`src/pkg/dcl_params.svh`:
```
// Purpose: Offsets, field positions, reset values and timing counts for chip control
// Assumes: 32-bit register words, word addresses
// Notes:   Included by bare name; definitions only
`ifndef DCL_PARAMS_SVH
`define DCL_PARAMS_SVH

`define DCL_ADDR_W          4
`define DCL_NREG            4
// Register indices (word addresses)
`define DCL_REG_FUNC_ONE    4'h0
`define DCL_REG_CLOCK       4'h1
`define DCL_REG_PWR         4'h2
`define DCL_REG_STATUS      4'h3
// Function register one fields
`define DCL_F1_PPC_LO       12
`define DCL_F1_PPC_HI       14
`define DCL_F1_RAMP_LO      8
`define DCL_F1_RAMP_HI      9
`define DCL_F1_LEVEL_LO     4
`define DCL_F1_LEVEL_HI     5
`define DCL_F1_AUTO_PH      0
`define DCL_F1_AUTO_SW      1
`define DCL_F1_CLR_PH       2
`define DCL_F1_CLR_SW       3
// Clock register fields
`define DCL_CK_MULT_LO      0
`define DCL_CK_MULT_HI      4
`define DCL_CK_PUMP_LO      8
`define DCL_CK_PUMP_HI      9
`define DCL_CK_GAIN         12
// Power register fields
`define DCL_PW_CLKIN        0
`define DCL_PW_DACREF       1
`define DCL_PW_SYNCOUT      2
`define DCL_PW_FULLMODE     4
// Status register fields
`define DCL_ST_MULT_ON      0
`define DCL_ST_MULT_BAD     1
`define DCL_ST_PD_DIG       2
`define DCL_ST_PD_ALL       3
`define DCL_ST_FACT_LO      8
`define DCL_ST_FACT_HI      12
// Limits and reset values
`define DCL_MULT_MIN        5'h04
`define DCL_MULT_MAX        5'h14
`define DCL_PUMP_75UA       2'h0
`define DCL_RST_WORD        32'h0000_0000
`define DCL_FACT_ONE        5'h01
`define DCL_MULT_OFF        5'h00
// Commit walk steps: function word staged, then clock word and apply
`define DCL_CMT_F1          2'h1
`define DCL_CMT_LAST        2'h2
`endif

```
`src/pkg/dcl_pkg.sv`:
```
// Purpose: Types shared by the chip control files
// Assumes: dcl_params.svh supplies the numbers
// Notes:   Nothing is imported; refer as dcl_pkg::name
package dcl_pkg;
  typedef enum logic [1:0] {
    DCL_RAMP_OFF   = 2'b00,
    DCL_RAMP_P23   = 2'b01,
    DCL_RAMP_P3    = 2'b10,
    DCL_RAMP_SDIO  = 2'b11
  } dcl_ramp_t;

  typedef enum logic [1:0] {
    DCL_LVL_2  = 2'b00,
    DCL_LVL_4  = 2'b01,
    DCL_LVL_8  = 2'b10,
    DCL_LVL_16 = 2'b11
  } dcl_level_t;

  typedef enum logic [1:0] {
    DCL_PS_UP   = 2'b00,
    DCL_PS_DIG  = 2'b01,
    DCL_PS_FULL = 2'b10
  } dcl_pstate_t;
endpackage : dcl_pkg

```
`src/pkg/dcl_mem_if.sv`:
```
// Purpose: Port bundle between the control top and its register store
// Assumes: One clock domain
// Notes:   Write and read ports of a small word memory
`timescale 1ns/1ps
`include "dcl_params.svh"
interface dcl_mem_if;
  logic                   we;
  logic [`DCL_ADDR_W-1:0] waddr;
  logic [31:0]            wdata;
  logic [`DCL_ADDR_W-1:0] raddr;
  logic [31:0]            rdata;
  modport ctrl (output we, output waddr, output wdata, output raddr, input rdata);
  modport mem  (input we, input waddr, input wdata, input raddr, output rdata);
endinterface : dcl_mem_if

```
`src/verilog/dcl_chip_ctrl.sv`:
```
// Purpose: Chip-wide control of a two-channel synthesizer: buffered
//          registers, clock path, accumulator clears, modulation, power-down
// Assumes: Host writes the buffer, pulses io_update, drives powerdown_input
// Notes:   Readback returns active registers, not the holding buffer
// Operation
// - Writes held until update strobe
// - Host reads back configuration registers
// - Multiplier factor four to twenty
// - Disabled multiplier bypasses, ref drives core
// - Core clock is ref times factor
// - Pump current selectable, default 75 uA
// - Reference at most 500 MHz
// - Autoclear zeroes accumulator then resumes
// - Clear holds accumulator at zero
// - Profile pin bits at 14:12, reset zero
// - Ramp source select, default disabled
// - Two to sixteen level modulation
// - Software power-down bits after load
// - Pin power-down: digital or full
//
// The address map and the address-and-strobe port were left to the implementer.
`timescale 1ns/1ps
`include "dcl_params.svh"
module dcl_chip_ctrl (
  input  wire logic                   clk,
  input  wire logic                   reset_n,
  input  wire logic [`DCL_ADDR_W-1:0] addr,
  input  wire logic [31:0]            wdata,
  input  wire logic                   wr_stb,
  input  wire logic                   rd_stb,
  output logic      [31:0]            rdata,
  input  wire logic                   io_update,
  input  wire logic                   powerdown_input,
  output logic                        mult_enable,
  output logic      [4:0]             mult_factor,
  output logic      [1:0]             pump_current_select,
  output logic                        oscillator_gain_range,
  output logic      [2:0]             profile_pin_config_bits,
  output dcl_pkg::dcl_ramp_t          amplitude_ramp_control,
  output dcl_pkg::dcl_level_t         mod_level,
  output logic                        phase_acc_clear,
  output logic                        sweep_acc_clear,
  output logic                        pd_clock_input,
  output logic                        pd_dac_ref,
  output logic                        pd_sync_clock_output,
  output logic                        pd_digital,
  output logic                        pd_all
);
  dcl_mem_if mif ();

  // Active registers
  logic [31:0] func_one_r;
  logic [31:0] clock_r;
  logic [31:0] pwr_r;
  logic [1:0]  commit_idx_r;
  logic        committing_r;
  logic        upd_d_r;
  logic        auto_ph_r;
  logic        auto_sw_r;
  dcl_pkg::dcl_pstate_t pstate_r;
  dcl_pkg::dcl_pstate_t pstate_nxt;

  // Output flops
  logic [31:0] rdata_r;
  logic        ph_clr_r;
  logic        sw_clr_r;
  logic        pd_dig_r;
  logic        pd_all_r;

  // Flag a word address that names one of the three buffered registers
  function automatic logic is_cfg(input logic [`DCL_ADDR_W-1:0] a);
    return (a == `DCL_REG_FUNC_ONE) || (a == `DCL_REG_CLOCK) || (a == `DCL_REG_PWR);
  endfunction : is_cfg

  // Clamp a requested factor into the legal range
  function automatic logic [4:0] legal_factor(input logic [4:0] f);
    logic [4:0] g;
    g = f;
    if (f < `DCL_MULT_MIN)
      g = `DCL_MULT_MIN;
    else if (f > `DCL_MULT_MAX)
      g = `DCL_MULT_MAX;
    return g;
  endfunction : legal_factor

  // Buffer port: writes go to holding store only
  assign mif.we    = wr_stb && is_cfg(addr);
  assign mif.waddr = addr;
  assign mif.wdata = wdata;
  assign mif.raddr = {{(`DCL_ADDR_W-2){1'b0}}, commit_idx_r}; // Only the commit walk reads

  dcl_hold_mem u_hold (
    .clk     (clk),
    .reset_n (reset_n),
    .mp      (mif)
  );

  // Field decode of the active registers
  wire [4:0] fact_req  = clock_r[`DCL_CK_MULT_HI:`DCL_CK_MULT_LO];
  wire       mult_on   = (fact_req != `DCL_MULT_OFF);
  wire       mult_bad  = mult_on && ((fact_req < `DCL_MULT_MIN) || (fact_req > `DCL_MULT_MAX));
  wire [4:0] fact_eff  = mult_on ? legal_factor(fact_req) : `DCL_FACT_ONE;
  wire       upd_rise  = io_update && !upd_d_r;
  wire       full_mode = pwr_r[`DCL_PW_FULLMODE];
  wire [31:0] status_w = {19'h0_0000, fact_eff, 4'h0, pd_all_r, pd_dig_r, mult_bad, mult_on};

  // Update strobe edge detect; idle level low, so no false edge after reset
  always_ff @(posedge clk)
  begin
    if (!reset_n)
    begin
      upd_d_r <= 1'b0;
    end
    else
    begin
      upd_d_r <= io_update;
    end
  end

  // Commit sequencer: strobe sampled on clk, words walk out of the buffer.
  // The buffer has one read port, so the copy takes a few cycles but the
  // active set only changes together, on the last of them.
  logic [31:0] stage_f1_r;
  logic [31:0] stage_ck_r;
  logic        apply_r;
  always_ff @(posedge clk)
  begin
    if (!reset_n)
    begin
      committing_r <= 1'b0;
      commit_idx_r <= 2'h0;
      apply_r      <= 1'b0;
    end
    else
    begin
      if (upd_rise && !committing_r)
      begin
        committing_r <= 1'b1;
        commit_idx_r <= 2'h0;
      end
      else if (committing_r)
      begin
        commit_idx_r <= commit_idx_r + 2'h1;
        if (commit_idx_r == `DCL_CMT_LAST)
          committing_r <= 1'b0;
      end
      apply_r <= committing_r && (commit_idx_r == `DCL_CMT_LAST);
    end
  end

  // Stage words as they leave the buffer, one per cycle
  always_ff @(posedge clk)
  begin
    if (!reset_n)
    begin
      stage_f1_r <= `DCL_RST_WORD;
      stage_ck_r <= `DCL_RST_WORD;
    end
    else
    begin
      if (committing_r && commit_idx_r == `DCL_CMT_F1)
        stage_f1_r <= mif.rdata;
      if (committing_r && commit_idx_r == `DCL_CMT_LAST)
        stage_ck_r <= mif.rdata;
    end
  end

  // Single-cycle transfer of the whole set into the active registers
  always_ff @(posedge clk)
  begin
    if (!reset_n)
    begin
      func_one_r <= `DCL_RST_WORD;
      clock_r    <= `DCL_RST_WORD;
      pwr_r      <= `DCL_RST_WORD;
    end
    else if (apply_r)
    begin
      func_one_r <= stage_f1_r;
      clock_r    <= stage_ck_r;
      pwr_r      <= mif.rdata;
    end
  end

  // Autoclear pulses once per commit in which its bit is set
  always_ff @(posedge clk)
  begin
    if (!reset_n)
    begin
      auto_ph_r <= 1'b0;
      auto_sw_r <= 1'b0;
    end
    else
    begin
      auto_ph_r <= apply_r && stage_f1_r[`DCL_F1_AUTO_PH];
      auto_sw_r <= apply_r && stage_f1_r[`DCL_F1_AUTO_SW];
    end
  end

  // Accumulator clear outputs: hold while set, one pulse for autoclear
  always_ff @(posedge clk)
  begin
    if (!reset_n)
    begin
      ph_clr_r <= 1'b0;
      sw_clr_r <= 1'b0;
    end
    else
    begin
      ph_clr_r <= func_one_r[`DCL_F1_CLR_PH] || auto_ph_r;
      sw_clr_r <= func_one_r[`DCL_F1_CLR_SW] || auto_sw_r;
    end
  end

  // Pin power-down state; pin high requests power-down
  always_comb
  begin
    pstate_nxt = dcl_pkg::DCL_PS_UP;
    case (pstate_r)
      dcl_pkg::DCL_PS_UP:
        if (powerdown_input)
          pstate_nxt = full_mode ? dcl_pkg::DCL_PS_FULL : dcl_pkg::DCL_PS_DIG;
      dcl_pkg::DCL_PS_DIG,
      dcl_pkg::DCL_PS_FULL:
        if (!powerdown_input)
          pstate_nxt = dcl_pkg::DCL_PS_UP;
        else
          pstate_nxt = pstate_r;
      default:
        pstate_nxt = dcl_pkg::DCL_PS_UP;
    endcase
  end

  always_ff @(posedge clk)
  begin
    if (!reset_n)
    begin
      pstate_r <= dcl_pkg::DCL_PS_UP;
      pd_dig_r <= 1'b0;
      pd_all_r <= 1'b0;
    end
    else
    begin
      pstate_r <= pstate_nxt;
      pd_dig_r <= (pstate_nxt != dcl_pkg::DCL_PS_UP);
      pd_all_r <= (pstate_nxt == dcl_pkg::DCL_PS_FULL);
    end
  end

  // Readback: active registers answer directly, one cycle after the strobe
  always_ff @(posedge clk)
  begin
    if (!reset_n)
    begin
      rdata_r   <= `DCL_RST_WORD;
    end
    else
    begin
      if (rd_stb)
      begin
        case (addr)
          `DCL_REG_FUNC_ONE: rdata_r <= func_one_r;
          `DCL_REG_CLOCK:    rdata_r <= clock_r;
          `DCL_REG_PWR:      rdata_r <= pwr_r;
          `DCL_REG_STATUS:   rdata_r <= status_w;
          default:           rdata_r <= `DCL_RST_WORD;
        endcase
      end
      else
        rdata_r <= `DCL_RST_WORD;
    end
  end

  // Clock path fields, decoded on the active clock register
  logic        mult_en_r;
  logic [4:0]  fact_r;
  logic [1:0]  pump_r;
  logic        gain_r;
  always_ff @(posedge clk)
  begin
    if (!reset_n)
    begin
      mult_en_r <= 1'b0;
      fact_r    <= `DCL_FACT_ONE;
      pump_r    <= `DCL_PUMP_75UA;
      gain_r    <= 1'b0;
    end
    else
    begin
      mult_en_r <= mult_on;
      fact_r    <= fact_eff;
      pump_r    <= clock_r[`DCL_CK_PUMP_HI:`DCL_CK_PUMP_LO];
      gain_r    <= clock_r[`DCL_CK_GAIN] && mult_on;
    end
  end

  // Modulation fields; all leave reset at zero, ramp control disabled
  logic [2:0]  ppc_r;
  logic [1:0]  ramp_r;
  logic [1:0]  level_r;
  always_ff @(posedge clk)
  begin
    if (!reset_n)
    begin
      ppc_r     <= 3'h0;
      ramp_r    <= 2'h0;
      level_r   <= 2'h0;
    end
    else
    begin
      ppc_r     <= func_one_r[`DCL_F1_PPC_HI:`DCL_F1_PPC_LO];
      ramp_r    <= func_one_r[`DCL_F1_RAMP_HI:`DCL_F1_RAMP_LO];
      level_r   <= func_one_r[`DCL_F1_LEVEL_HI:`DCL_F1_LEVEL_LO];
    end
  end

  // Software power-down bits act only once a commit has loaded them
  logic [2:0]  swpd_r;
  always_ff @(posedge clk)
  begin
    if (!reset_n)
    begin
      swpd_r    <= 3'h0;
    end
    else
    begin
      swpd_r    <= {pwr_r[`DCL_PW_SYNCOUT], pwr_r[`DCL_PW_DACREF], pwr_r[`DCL_PW_CLKIN]};
    end
  end

  // Port drive
  assign rdata                   = rdata_r;
  assign mult_enable             = mult_en_r;
  assign mult_factor             = fact_r;
  assign pump_current_select     = pump_r;
  assign oscillator_gain_range   = gain_r;
  assign profile_pin_config_bits = ppc_r;
  assign amplitude_ramp_control  = dcl_pkg::dcl_ramp_t'(ramp_r);
  assign mod_level               = dcl_pkg::dcl_level_t'(level_r);
  assign phase_acc_clear         = ph_clr_r;
  assign sweep_acc_clear         = sw_clr_r;
  assign pd_clock_input          = swpd_r[0];
  assign pd_dac_ref              = swpd_r[1];
  assign pd_sync_clock_output    = swpd_r[2];
  assign pd_digital              = pd_dig_r;
  assign pd_all                  = pd_all_r;
endmodule : dcl_chip_ctrl

```
`src/verilog/dcl_hold_mem.sv`:
```
// Purpose: Holding buffer for host register writes awaiting the update strobe
// Assumes: Synchronous reset, registered read data
// Notes:   Read data appear the cycle after the read address
`timescale 1ns/1ps
`include "dcl_params.svh"
module dcl_hold_mem (
  input  wire logic clk,
  input  wire logic reset_n,
  dcl_mem_if.mem    mp
);
  logic [31:0] words_r [0:`DCL_NREG-1];
  logic [31:0] rdata_r;

  // Store and registered read
  always_ff @(posedge clk)
  begin
    if (!reset_n)
    begin
      for (int i = 0; i < `DCL_NREG; i++)
        words_r[i] <= `DCL_RST_WORD;
      rdata_r <= `DCL_RST_WORD;
    end
    else
    begin
      if (mp.we)
        words_r[mp.waddr[1:0]] <= mp.wdata;
      rdata_r <= words_r[mp.raddr[1:0]];
    end
  end

  assign mp.rdata = rdata_r;
endmodule : dcl_hold_mem
```
`config.mk`:
```
export PLATFORM = sky130hd
export DESIGN_NAME = dcl_chip_ctrl
export DESIGN_NICKNAME = d
export VERILOG_FILES = /design/src/pkg/dcl_pkg.sv /design/src/pkg/dcl_mem_if.sv /design/src/verilog/dcl_chip_ctrl.sv /design/src/verilog/dcl_hold_mem.sv
export VERILOG_INCLUDE_DIRS = /design/src /design/src/pkg
export SDC_FILE = /design/constraint.sdc
export NUM_CORES = 1
export LEC_CHECK = 0
export BUFFER_PORTS_ARGS = -buffer_cell sky130_fd_sc_hd__buf_2
export CAP_MARGIN = 25
export CORE_MARGIN = 2
export CORE_UTILIZATION = 50
export CTS_CLUSTER_DIAMETER = 100
export DETAILED_ROUTE_END_ITERATION = 8
export GPL_ROUTABILITY_DRIVEN = 0
export PLACE_DENSITY = 0.76
export SYNTH_ARGS = -nofsm -noshare
export SYNTH_HDL_FRONTEND = slang
export SYNTH_SLANG_ARGS = --single-unit
```
`constraint.sdc`:
```
create_clock -name clk -period 3.48 [get_ports clk]
set_input_delay 0.348 -clock clk [delete_from_list [all_inputs] [get_ports clk]]
set_output_delay 0.348 -clock clk [all_outputs]
set_load 0.03 [all_outputs]
```
==> results of run 1 <==
==> placed cells by master, fill, tap and decap left out, drive strengths merged, types with 3 or more instances in the layout <==
| cell | instances |
|---|---|
| nand3 | 3 |
| a22oi | 14 |
| a32oi | 4 |
| nor2 | 119 |
| clkbuf | 58 |
| and2 | 175 |
| a211oi | 11 |
| nor2b | 7 |
| bufinv | 3 |
| buf | 119 |
| a2bb2oi | 13 |
| o21a | 3 |
| nand2 | 90 |
| inv | 8 |
| mux2i | 110 |
| o32ai | 3 |
| mux2 | 5 |
| a22o | 32 |
| dfxtp | 256 |
| clkinv | 6 |
| mux4 | 32 |
| a21oi | 41 |
| nor3 | 6 |
| and3 | 5 |
| ha | 4 |
| edfxtp | 128 |
==> through the flow <==
step	utilization, %	instances
after CTS	57.7	1665
after floorplan	-	1176
after global placement	53.2	1595
final	57.7	1666
after global routing	57.7	1666
after detailed placement	53.2	1595
==> cell type report <==
type	instances	area (sq um)	area share (%)
sequential	384	8970	54.4
multi-input combinational	701	5070	30.7
clock buffer	58	1130	6.84
timing repair buffer	119	666	4.03
tap	384	480	2.91
clock inverter	12	153	0.925
inverter	7	28.8	0.174
antenna	1	2.50	0.0152
==> cell families (layout without fill, tap and decap cells) <==
| family | count (synthesis) | in the layout |
|---|---|---|
| AND/OR/NAND/NOR | 420 | 420 |
| flip-flops | 384 | 384 |
| multiplexers | 147 | 147 |
| AO/OA/AOI/OAI | 129 | 129 |
| buffers and inverters | 91 | 196 |
| adder cells (fa/ha/maj) | 4 | 4 |
| XOR/XNOR | 1 | 1 |
| other | 0 | 1 |
==> state kept, by name, indices dropped and copies added, names as in the netlist, 2 cells and up <==
signal	cells
swpd_r	3
commit_idx_r	2
stage_f1_r	32
mult_factor	5
profile_pin_config_bits	3
mod_level	2
rdata	32
u_hold.words_r	128
pwr_r	32
pstate_r	2
u_hold.mp.rdata	32
pump_current_select	2
clock_r	32
amplitude_ramp_control	2
stage_ck_r	32
func_one_r	32
==> power by group through the flow <==
| stage | Clock [mW] | Combinational, mW | Sequential (mW) |
|---|---|---|---|
| after floorplan | 0 | 0.254 | 4.89 |
| after global placement | 0 | 0.367 | 4.92 |
| after detailed placement | 0 | 0.372 | 4.92 |
| after CTS | 4.21 | 0.375 | 4.83 |
| after global routing | 4.40 | 0.402 | 4.84 |
| final | 4.15 | 0.373 | 4.83 |
==> per-layer routing <==
layer | vias up | track usage [%] | wire [microns]
met4 | 0 | 6.37 | 665
met1 | 4354 | 28.9 | 14400
met3 | 53 | 3.28 | 1470
met2 | 233 | 32.8 | 14400
li1 | 4255 | - | -
met5 | - | 0 | 0
==> worst min path at each step <==
| stage | startpoint | end | slack, ns |
|---|---|---|---|
| floorplan | auto_ph_r | phase_acc_clear | 0.41 |
| global placement | auto_ph_r | phase_acc_clear | 0.44 |
| detailed placement | auto_ph_r | phase_acc_clear | 0.43 |
| CTS | io_update | upd_d_r | 0.03 |
| global route | io_update | upd_d_r | 0.04 |
| finish | io_update | upd_d_r | 0.05 |
==> run metrics, run 1 <==
outcome=completed; Flop pwr share=51.6%; P_leak=5.98 nW; ys flop type=dfxtp_1; vias=8,895; number of H-tree levels=2; total core area=0.0286 sq mm; RSZ-0062 raised after global routing=false; Die Y=174 microns; Final #Nets=1,298; largest net degree at the start of global routing=90; drt first pass iters=5; Synth top cells by count=dfxtp_1 (256), and2_1 (175), edfxtp_1 (128), nor2_1 (119), mux2i_1 (110); Design Area, Final=0.0165 sq mm; pwr/cell area=566 mW/mm^2; Synth Area in Adders=0.346%; fraction of layout cells with a size suffix above 1=18.1%; clk_skew=0.0232 ns; top-count cell post-synth=dfxtp_1; WHS=0.0481 ns; Synth Area in XOR/XNOR=0.0605%; number of max-cap violations=0; # IOs=97; vias in the first global route=8,922; Initial Utilization=50.6%; CTS tree=built; Worst Hold Class=in -> reg; P&R area growth vs syn=14.0%; FILL cells=2,322; Compound-Gate Fraction of Synth Area=6.61%; post-CTS sizing=0; syn_area_per_cell=12.3 sq um; WP data required=3.64 ns; ys async rst share=0%; dpl cell area=0.0152 sq mm; 1st-iter DRT viols=834; WP buf/inv=2; antenna-violating nets left=0; Max IR drop VDD=369 uV; critical setup path kind=in -> reg; clk buf depth=3; Port-buffer cells=96; R2R Setup Slk=1.55 ns; Int Power=7.38 mW; Max stage delay cell, worst path=nor4b_2; RR Endpoint=u_hold.mp.rdata[11]; Via density=5.34; critical path's largest stage delay=0.62 ns; post-synthesis sequential area ratio=61.9%; Syn. warnings=0; Simple-Gate Fraction of Synth Area=15.0%; DPL Wire Length=18.4 mm; post-synth top area cell=dfxtp_1; Post-Route Setup TNS=0 ns; CTS root buffer=clkbuf_16; Critical Path Stages=5; DIE AREA=0.0303 sq mm; largest family of logic cells by synthesized area=simple AND/OR/NAND/NOR gates; Worst Setup SP=addr[0]; Final setup viols=0; first-pass GRT wire length=49.5 mm; Reg2Reg Depth=3; R2R Path Start=commit_idx_r[0]; Post-Route WL=30.9 mm; maximum clock frequency=489 MHz; worst hold path depth=2; Reg clk slew, reported paths=0.06 ns; Tot GR Track Use=20.5%; CP endpoint=u_hold.words_r[1][0]; syn_nets=1,222; max_slew headroom=36.7%; most used cell along the critical path=nand2_1; ranking of synthesized cells by area=dfxtp_1 (35%), edfxtp_1 (27%), mux2i_1 (7.6%), and2_1 (7.6%), mux4_2 (5.0%); crit end category=flip-flop; Cell Chain, Critical Path=buf_2 > nor4b_2 > nand2_1 > nand2_1 > buf_4; Post-Syn Area=0.0145 sq mm; TritonCTS buffer count=39; Post-CTS Setup Repair Bufs=0; sw frac=21.1%; Worst-Margin Slew=0.949 ns; Hold-fix buffers, CTS=0; share of total power in combinational logic=4.0%; Avg WL per Cell=18.6 microns; clock latency on the worst-skew pair=0.54 ns; Yosys reg bits=384; Slew Limit Fails=0; Psw=1.97 mW; Total Power=9.35 mW; Worst EP arrival=2.21 ns; Final Hold Vio Count=0; Gate Count Post-Synth=1,176; count of flip-flops with a built-in enable after synthesis=128; share of the synthesized area in the top cell type=35.4%; post-synthesis mux area share=13.0%; final clock period utilization by the worst path=58.8%; Worst Setup Start Kind=input pin; drt drc=0; post-synth cell types=50; crit-path max FO=32; initial antenna violation count=1; Setup WS post-layout=1.43 ns; Die X=174 microns; shortest period the worst path allows=2.05 ns; row count=62; clk sinks=384; clock power share=44.4%; grt total ovfl=0; Crit path max-delay family=buffers and inverters; Place WS=0.964 ns
(Power assumes the default switching activity.)
==> run 2: changes to the inputs <==
Settings changed: PLACE_DENSITY 0.76 to 0.79.
Clock period 3.48 ns to 1.7 ns, I/O delays scaled along.
==> run metrics, run 2 (synthesized netlist as in run 1, its figures left out) <==
crit-path max FO=32; Die X=174 microns; vias in the first global route=9,247; Int Power=15.7 mW; Worst-Margin Slew=0.678 ns; P_leak=6.35 nW; clk sinks=384; fraction of layout cells with a size suffix above 1=19.7%; total core area=0.0286 sq mm; Biggest register=u_hold.words_r; P&R area growth vs syn=19.4%; Tot GR Track Use=20.8%; first-pass GRT wire length=50.0 mm; outcome=completed; Final setup viols=0; DPL Wire Length=19.6 mm; post-CTS sizing=0; clock power share=45.5%; grt total ovfl=0; TritonCTS buffer count=39; antenna-violating nets left=0; crit end category=flip-flop; 1st-iter DRT viols=803; drt first pass iters=4; Final #Nets=1,353; Worst EP arrival=1.91 ns; Via density=5.37; Die Y=174 microns; critical setup path kind=reg -> reg; CTS root buffer=clkbuf_16; max FFs per register=128; Hold-fix buffers, CTS=34; vias=9,242; number of max-cap violations=0; pwr/cell area=1140 mW/mm^2; FILL cells=2,223; Port-buffer cells=96; DIE AREA=0.0303 sq mm; CTS tree=built; Finished Layout Cells=1,721; maximum clock frequency=679 MHz; Avg WL per Cell=18.3 microns; Max IR drop VDD=583 uV; Final Hold Vio Count=0; Post-Route Setup TNS=0 ns; clk buf depth=3; number of H-tree levels=2; Flop pwr share=50.1%; row count=62; WP data required=2.14 ns; Worst Setup Start Kind=flip-flop; clock latency on the worst-skew pair=0.52 ns; max_slew headroom=54.7%; largest net degree at the start of global routing=69; final clock period utilization by the worst path=86.6%; Worst Hold Class=in -> reg; # IOs=97; Psw=4.08 mW; commonest non-fill, non-tap cell in the layout=dfxtp_1; placed cell count=1,616; drt drc=0; Reg clk slew, reported paths=0.06 ns; Slew Limit Fails=0; Post-Route WL=31.6 mm; highest-count cells in the layout ignoring fill and taps=dfxtp_1 (254), and2_1 (175), edfxtp_1 (128); initial antenna violation count=0; share of total power in combinational logic=4.5%; sw frac=20.6%; clk_skew=0.0150 ns; RSZ-0062 raised after global routing=false; n_diodes=0; Post-CTS Setup Repair Bufs=0; Initial Utilization=50.6%; shortest period the worst path allows=1.47 ns
run 2: metrics by stage:
| stage | power (mW) | worst slack, ns | cell area (sq um) | utilization (%) | hold WS (ns) |
|---|---|---|---|---|---|
| 2_1_floorplan | 10.5 | 0.00447 | 14500 | - | 0.297 |
| 3_3_place_gp | 10.9 | 0.186 | 15600 | 54.4 | 0.432 |
| 3_5_place_dp | 10.9 | 0.190 | 15600 | 54.4 | 0.431 |
| 4_1_cts | 19.9 | 0.207 | 17300 | 60.4 | 0.0999 |
| 5_1_grt | 20.3 | 0.162 | 17300 | 60.4 | 0.107 |
| 6_report | 19.8 | 0.228 | 17300 | 60.4 | 0.110 |
run 2: final timing paths:
path	start	end	slack (ns)	depth (start not counted)
worst max register to register	commit_idx_r[1]	stage_f1_r[26]	0.23	6
worst min-delay path	reset_n	mult_factor[0]	0.11	3
worst min register to register	auto_ph_r	phase_acc_clear	0.44	2
worst max-delay path	commit_idx_r[1]	stage_f1_r[26]	0.23	6
run 2: metal layers:
layer | vias to the layer above | routed length (microns) | track usage, %
met5 | - | 0 | 0
met4 | 0 | 741 | 6.48
li1 | 4381 | - | -
met1 | 4537 | 14100 | 28.1
met2 | 270 | 15100 | 34.6
met3 | 54 | 1620 | 3.15
run 2: critical path, stage by stage, from the launching register on:
cell and delay, ns:
dfxtp_1 0.35, inv_1 0.09, ha_1 0.15, and2_1 0.12
buf_4 0.38, nand2_1 0.13, a21oi_1 0.16
run 2: power by group through the flow:
stage | Combinational, mW | Clock [mW] | Sequential, mW
2_1_floorplan | 0.523 | 0 | 10.0
3_3_place_gp | 0.806 | 0 | 10.1
3_5_place_dp | 0.821 | 0 | 10.1
4_1_cts | 0.889 | 9.11 | 9.89
5_1_grt | 0.945 | 9.47 | 9.91
6_report | 0.881 | 8.99 | 9.89
run 2: layout make-up:
| cell class | count | area [sq um] | share of cell area (%) |
|---|---|---|---|
| Clock buffer | 61 | 1250 | 7.26 |
| Clock inverter | 10 | 129 | 0.745 |
| Inverter | 7 | 28.8 | 0.166 |
| Multi-Input combinational cell | 701 | 5090 | 29.4 |
| Sequential cell | 384 | 8970 | 51.9 |
| Tap cell | 384 | 480 | 2.78 |
| Timing Repair Buffer | 174 | 1340 | 7.74 |
==> run 3: changes to the inputs <==
Settings changed: PLACE_DENSITY 0.79 to 0.78, SYNTH_HIERARCHICAL set to 1.
==> run metrics, run 3 <==
outcome=completed; clk_skew=0.0266 ns; largest net degree at the start of global routing=60; clk buf depth=3; Gate Count Post-Synth=1,217; Reg2Reg Depth=5; worst hold path depth=2; critical setup path kind=reg -> reg; Worst Setup SP=commit_idx_r[0]; CTS root buffer=clkbuf_16; initial antenna violation count=0; Post-Route Setup TNS=0 ns; Syn. warnings=6; hold path start=wdata[7]; crit-path max FO=33; post-CTS sizing=0; CTS tree=built; Total Power=18.9 mW; Worst Hold Class=in -> reg; 1st-iter DRT viols=653; clock latency on the worst-skew pair=0.54 ns; hold endpoint=u_hold/words_r[2][7]; Biggest register=u_hold/words_r; # IOs=97; grt total ovfl=0; number of H-tree levels=2; commonest non-fill, non-tap cell in the layout=dfxtp_1; DPL Wire Length=19.5 mm; Worst Setup Start Kind=flip-flop; Die X=177 microns; total core area=0.0295 sq mm; Worst-Margin Slew=0.399 ns; row count=63; Slew Limit Fails=0; Post-Route WL=30.9 mm; first-pass GRT wire length=49.1 mm; Avg WL per Cell=17.5 microns; R2R Path Start=commit_idx_r[0]; P_leak=6.36 nW; Die Y=177 microns; max_slew headroom=73.4%; crit end category=flip-flop; antenna-violating nets left=0; Worst EP arrival=1.84 ns; max FFs per register=128; RR Endpoint=stage_ck_r[27]; P&R area growth vs syn=17.8%; Final Core Density=59.5%; syn_area_per_cell=12.2 sq um; Final setup viols=0; Initial Utilization=50.5%; maximum clock frequency=700 MHz; Port-buffer cells=96; n_diodes=0; WP data required=2.11 ns; fraction of layout cells with a size suffix above 1=16.4%; syn_nets=1,263; Final Hold Vio Count=0; pwr/cell area=1080 mW/mm^2; Post-CTS Setup Repair Bufs=0; DIE AREA=0.0312 sq mm; WHS=0.000732 ns; Max IR drop VDD=845 uV; Via density=5.28; RSZ-0062 raised after global routing=false; drt first pass iters=5; final clock period utilization by the worst path=84.0%; placed cell count=1,666; vias in the first global route=9,185; Reg clk slew, reported paths=0.06 ns; Post-Syn Area=0.0149 sq mm; Finished Layout Cells=1,766; TritonCTS buffer count=38; number of max-cap violations=0; shortest period the worst path allows=1.43 ns; clk sinks=384; drt drc=0; Final #Nets=1,394; vias=9,324; R2R Setup Slk=0.27 ns; Tot GR Track Use=20.0%; highest-count cells in the layout ignoring fill and taps=dfxtp_1 (254), mux2i_1 (178), edfxtp_1 (128)
-- run 3: through the flow --
stage	instance area, sq um	setup WS (ns)
final	17500	0.272
after detailed placement	16000	-0.0134
after global placement	16000	0.0391
after CTS	17500	0.275
after global routing	17500	0.198
after floorplan	15000	-0.0406
-- run 3: power breakdown --
group	switching (mW)	internal, mW
Clock	3.35	4.78
Combinational	0.510	0.396
Sequential	0.153	9.75
Total	4.01	14.9
-- run 3: critical path, stage by stage, from the launching register on --
cell and delay [ns]:
dfxtp_1 0.43, inv_1 0.07, ha_1 0.22, and3_1 0.20, buf_12 0.18, a22o_1 0.20
-- run 3: final cells by class --
cell class	instances	area, sq um
Clock buffer	56	1090
Fill cell	2357	11900
Sequential cell	384	8980
Multi-Input combinational cell	739	5330
Inverter	6	22.5
Tap cell	390	488
Clock inverter	12	131
Timing Repair Buffer	179	1500
-- run 3: worst max-delay path by stage --
stage | end | slack (ns) | cells after the start
3_3_place_gp | u_hold/words_r[1][22] | 0.04 | 6
5_1_grt | stage_ck_r[27] | 0.20 | 5
3_5_place_dp | u_hold/words_r[1][30] | -0.01 | 6
2_1_floorplan | u_hold/words_r[2][0] | -0.04 | 6
4_1_cts | stage_ck_r[27] | 0.28 | 5
6_report | stage_ck_r[27] | 0.27 | 5
-- run 3: layer usage --
metal	up-vias	track usage, %	share of wire [%]
li1	4522	-	-
met1	4526	28.3	46
met2	232	32.0	47
met3	44	2.73	4.7
met4	0	5.96	2.0
met5	-	0	0
-- run 3: timing repair --
item	in CTS	in global routing
endpoints found under the hold margin	101	0
hold buffers	32	0
endpoints found under the setup margin	0	0
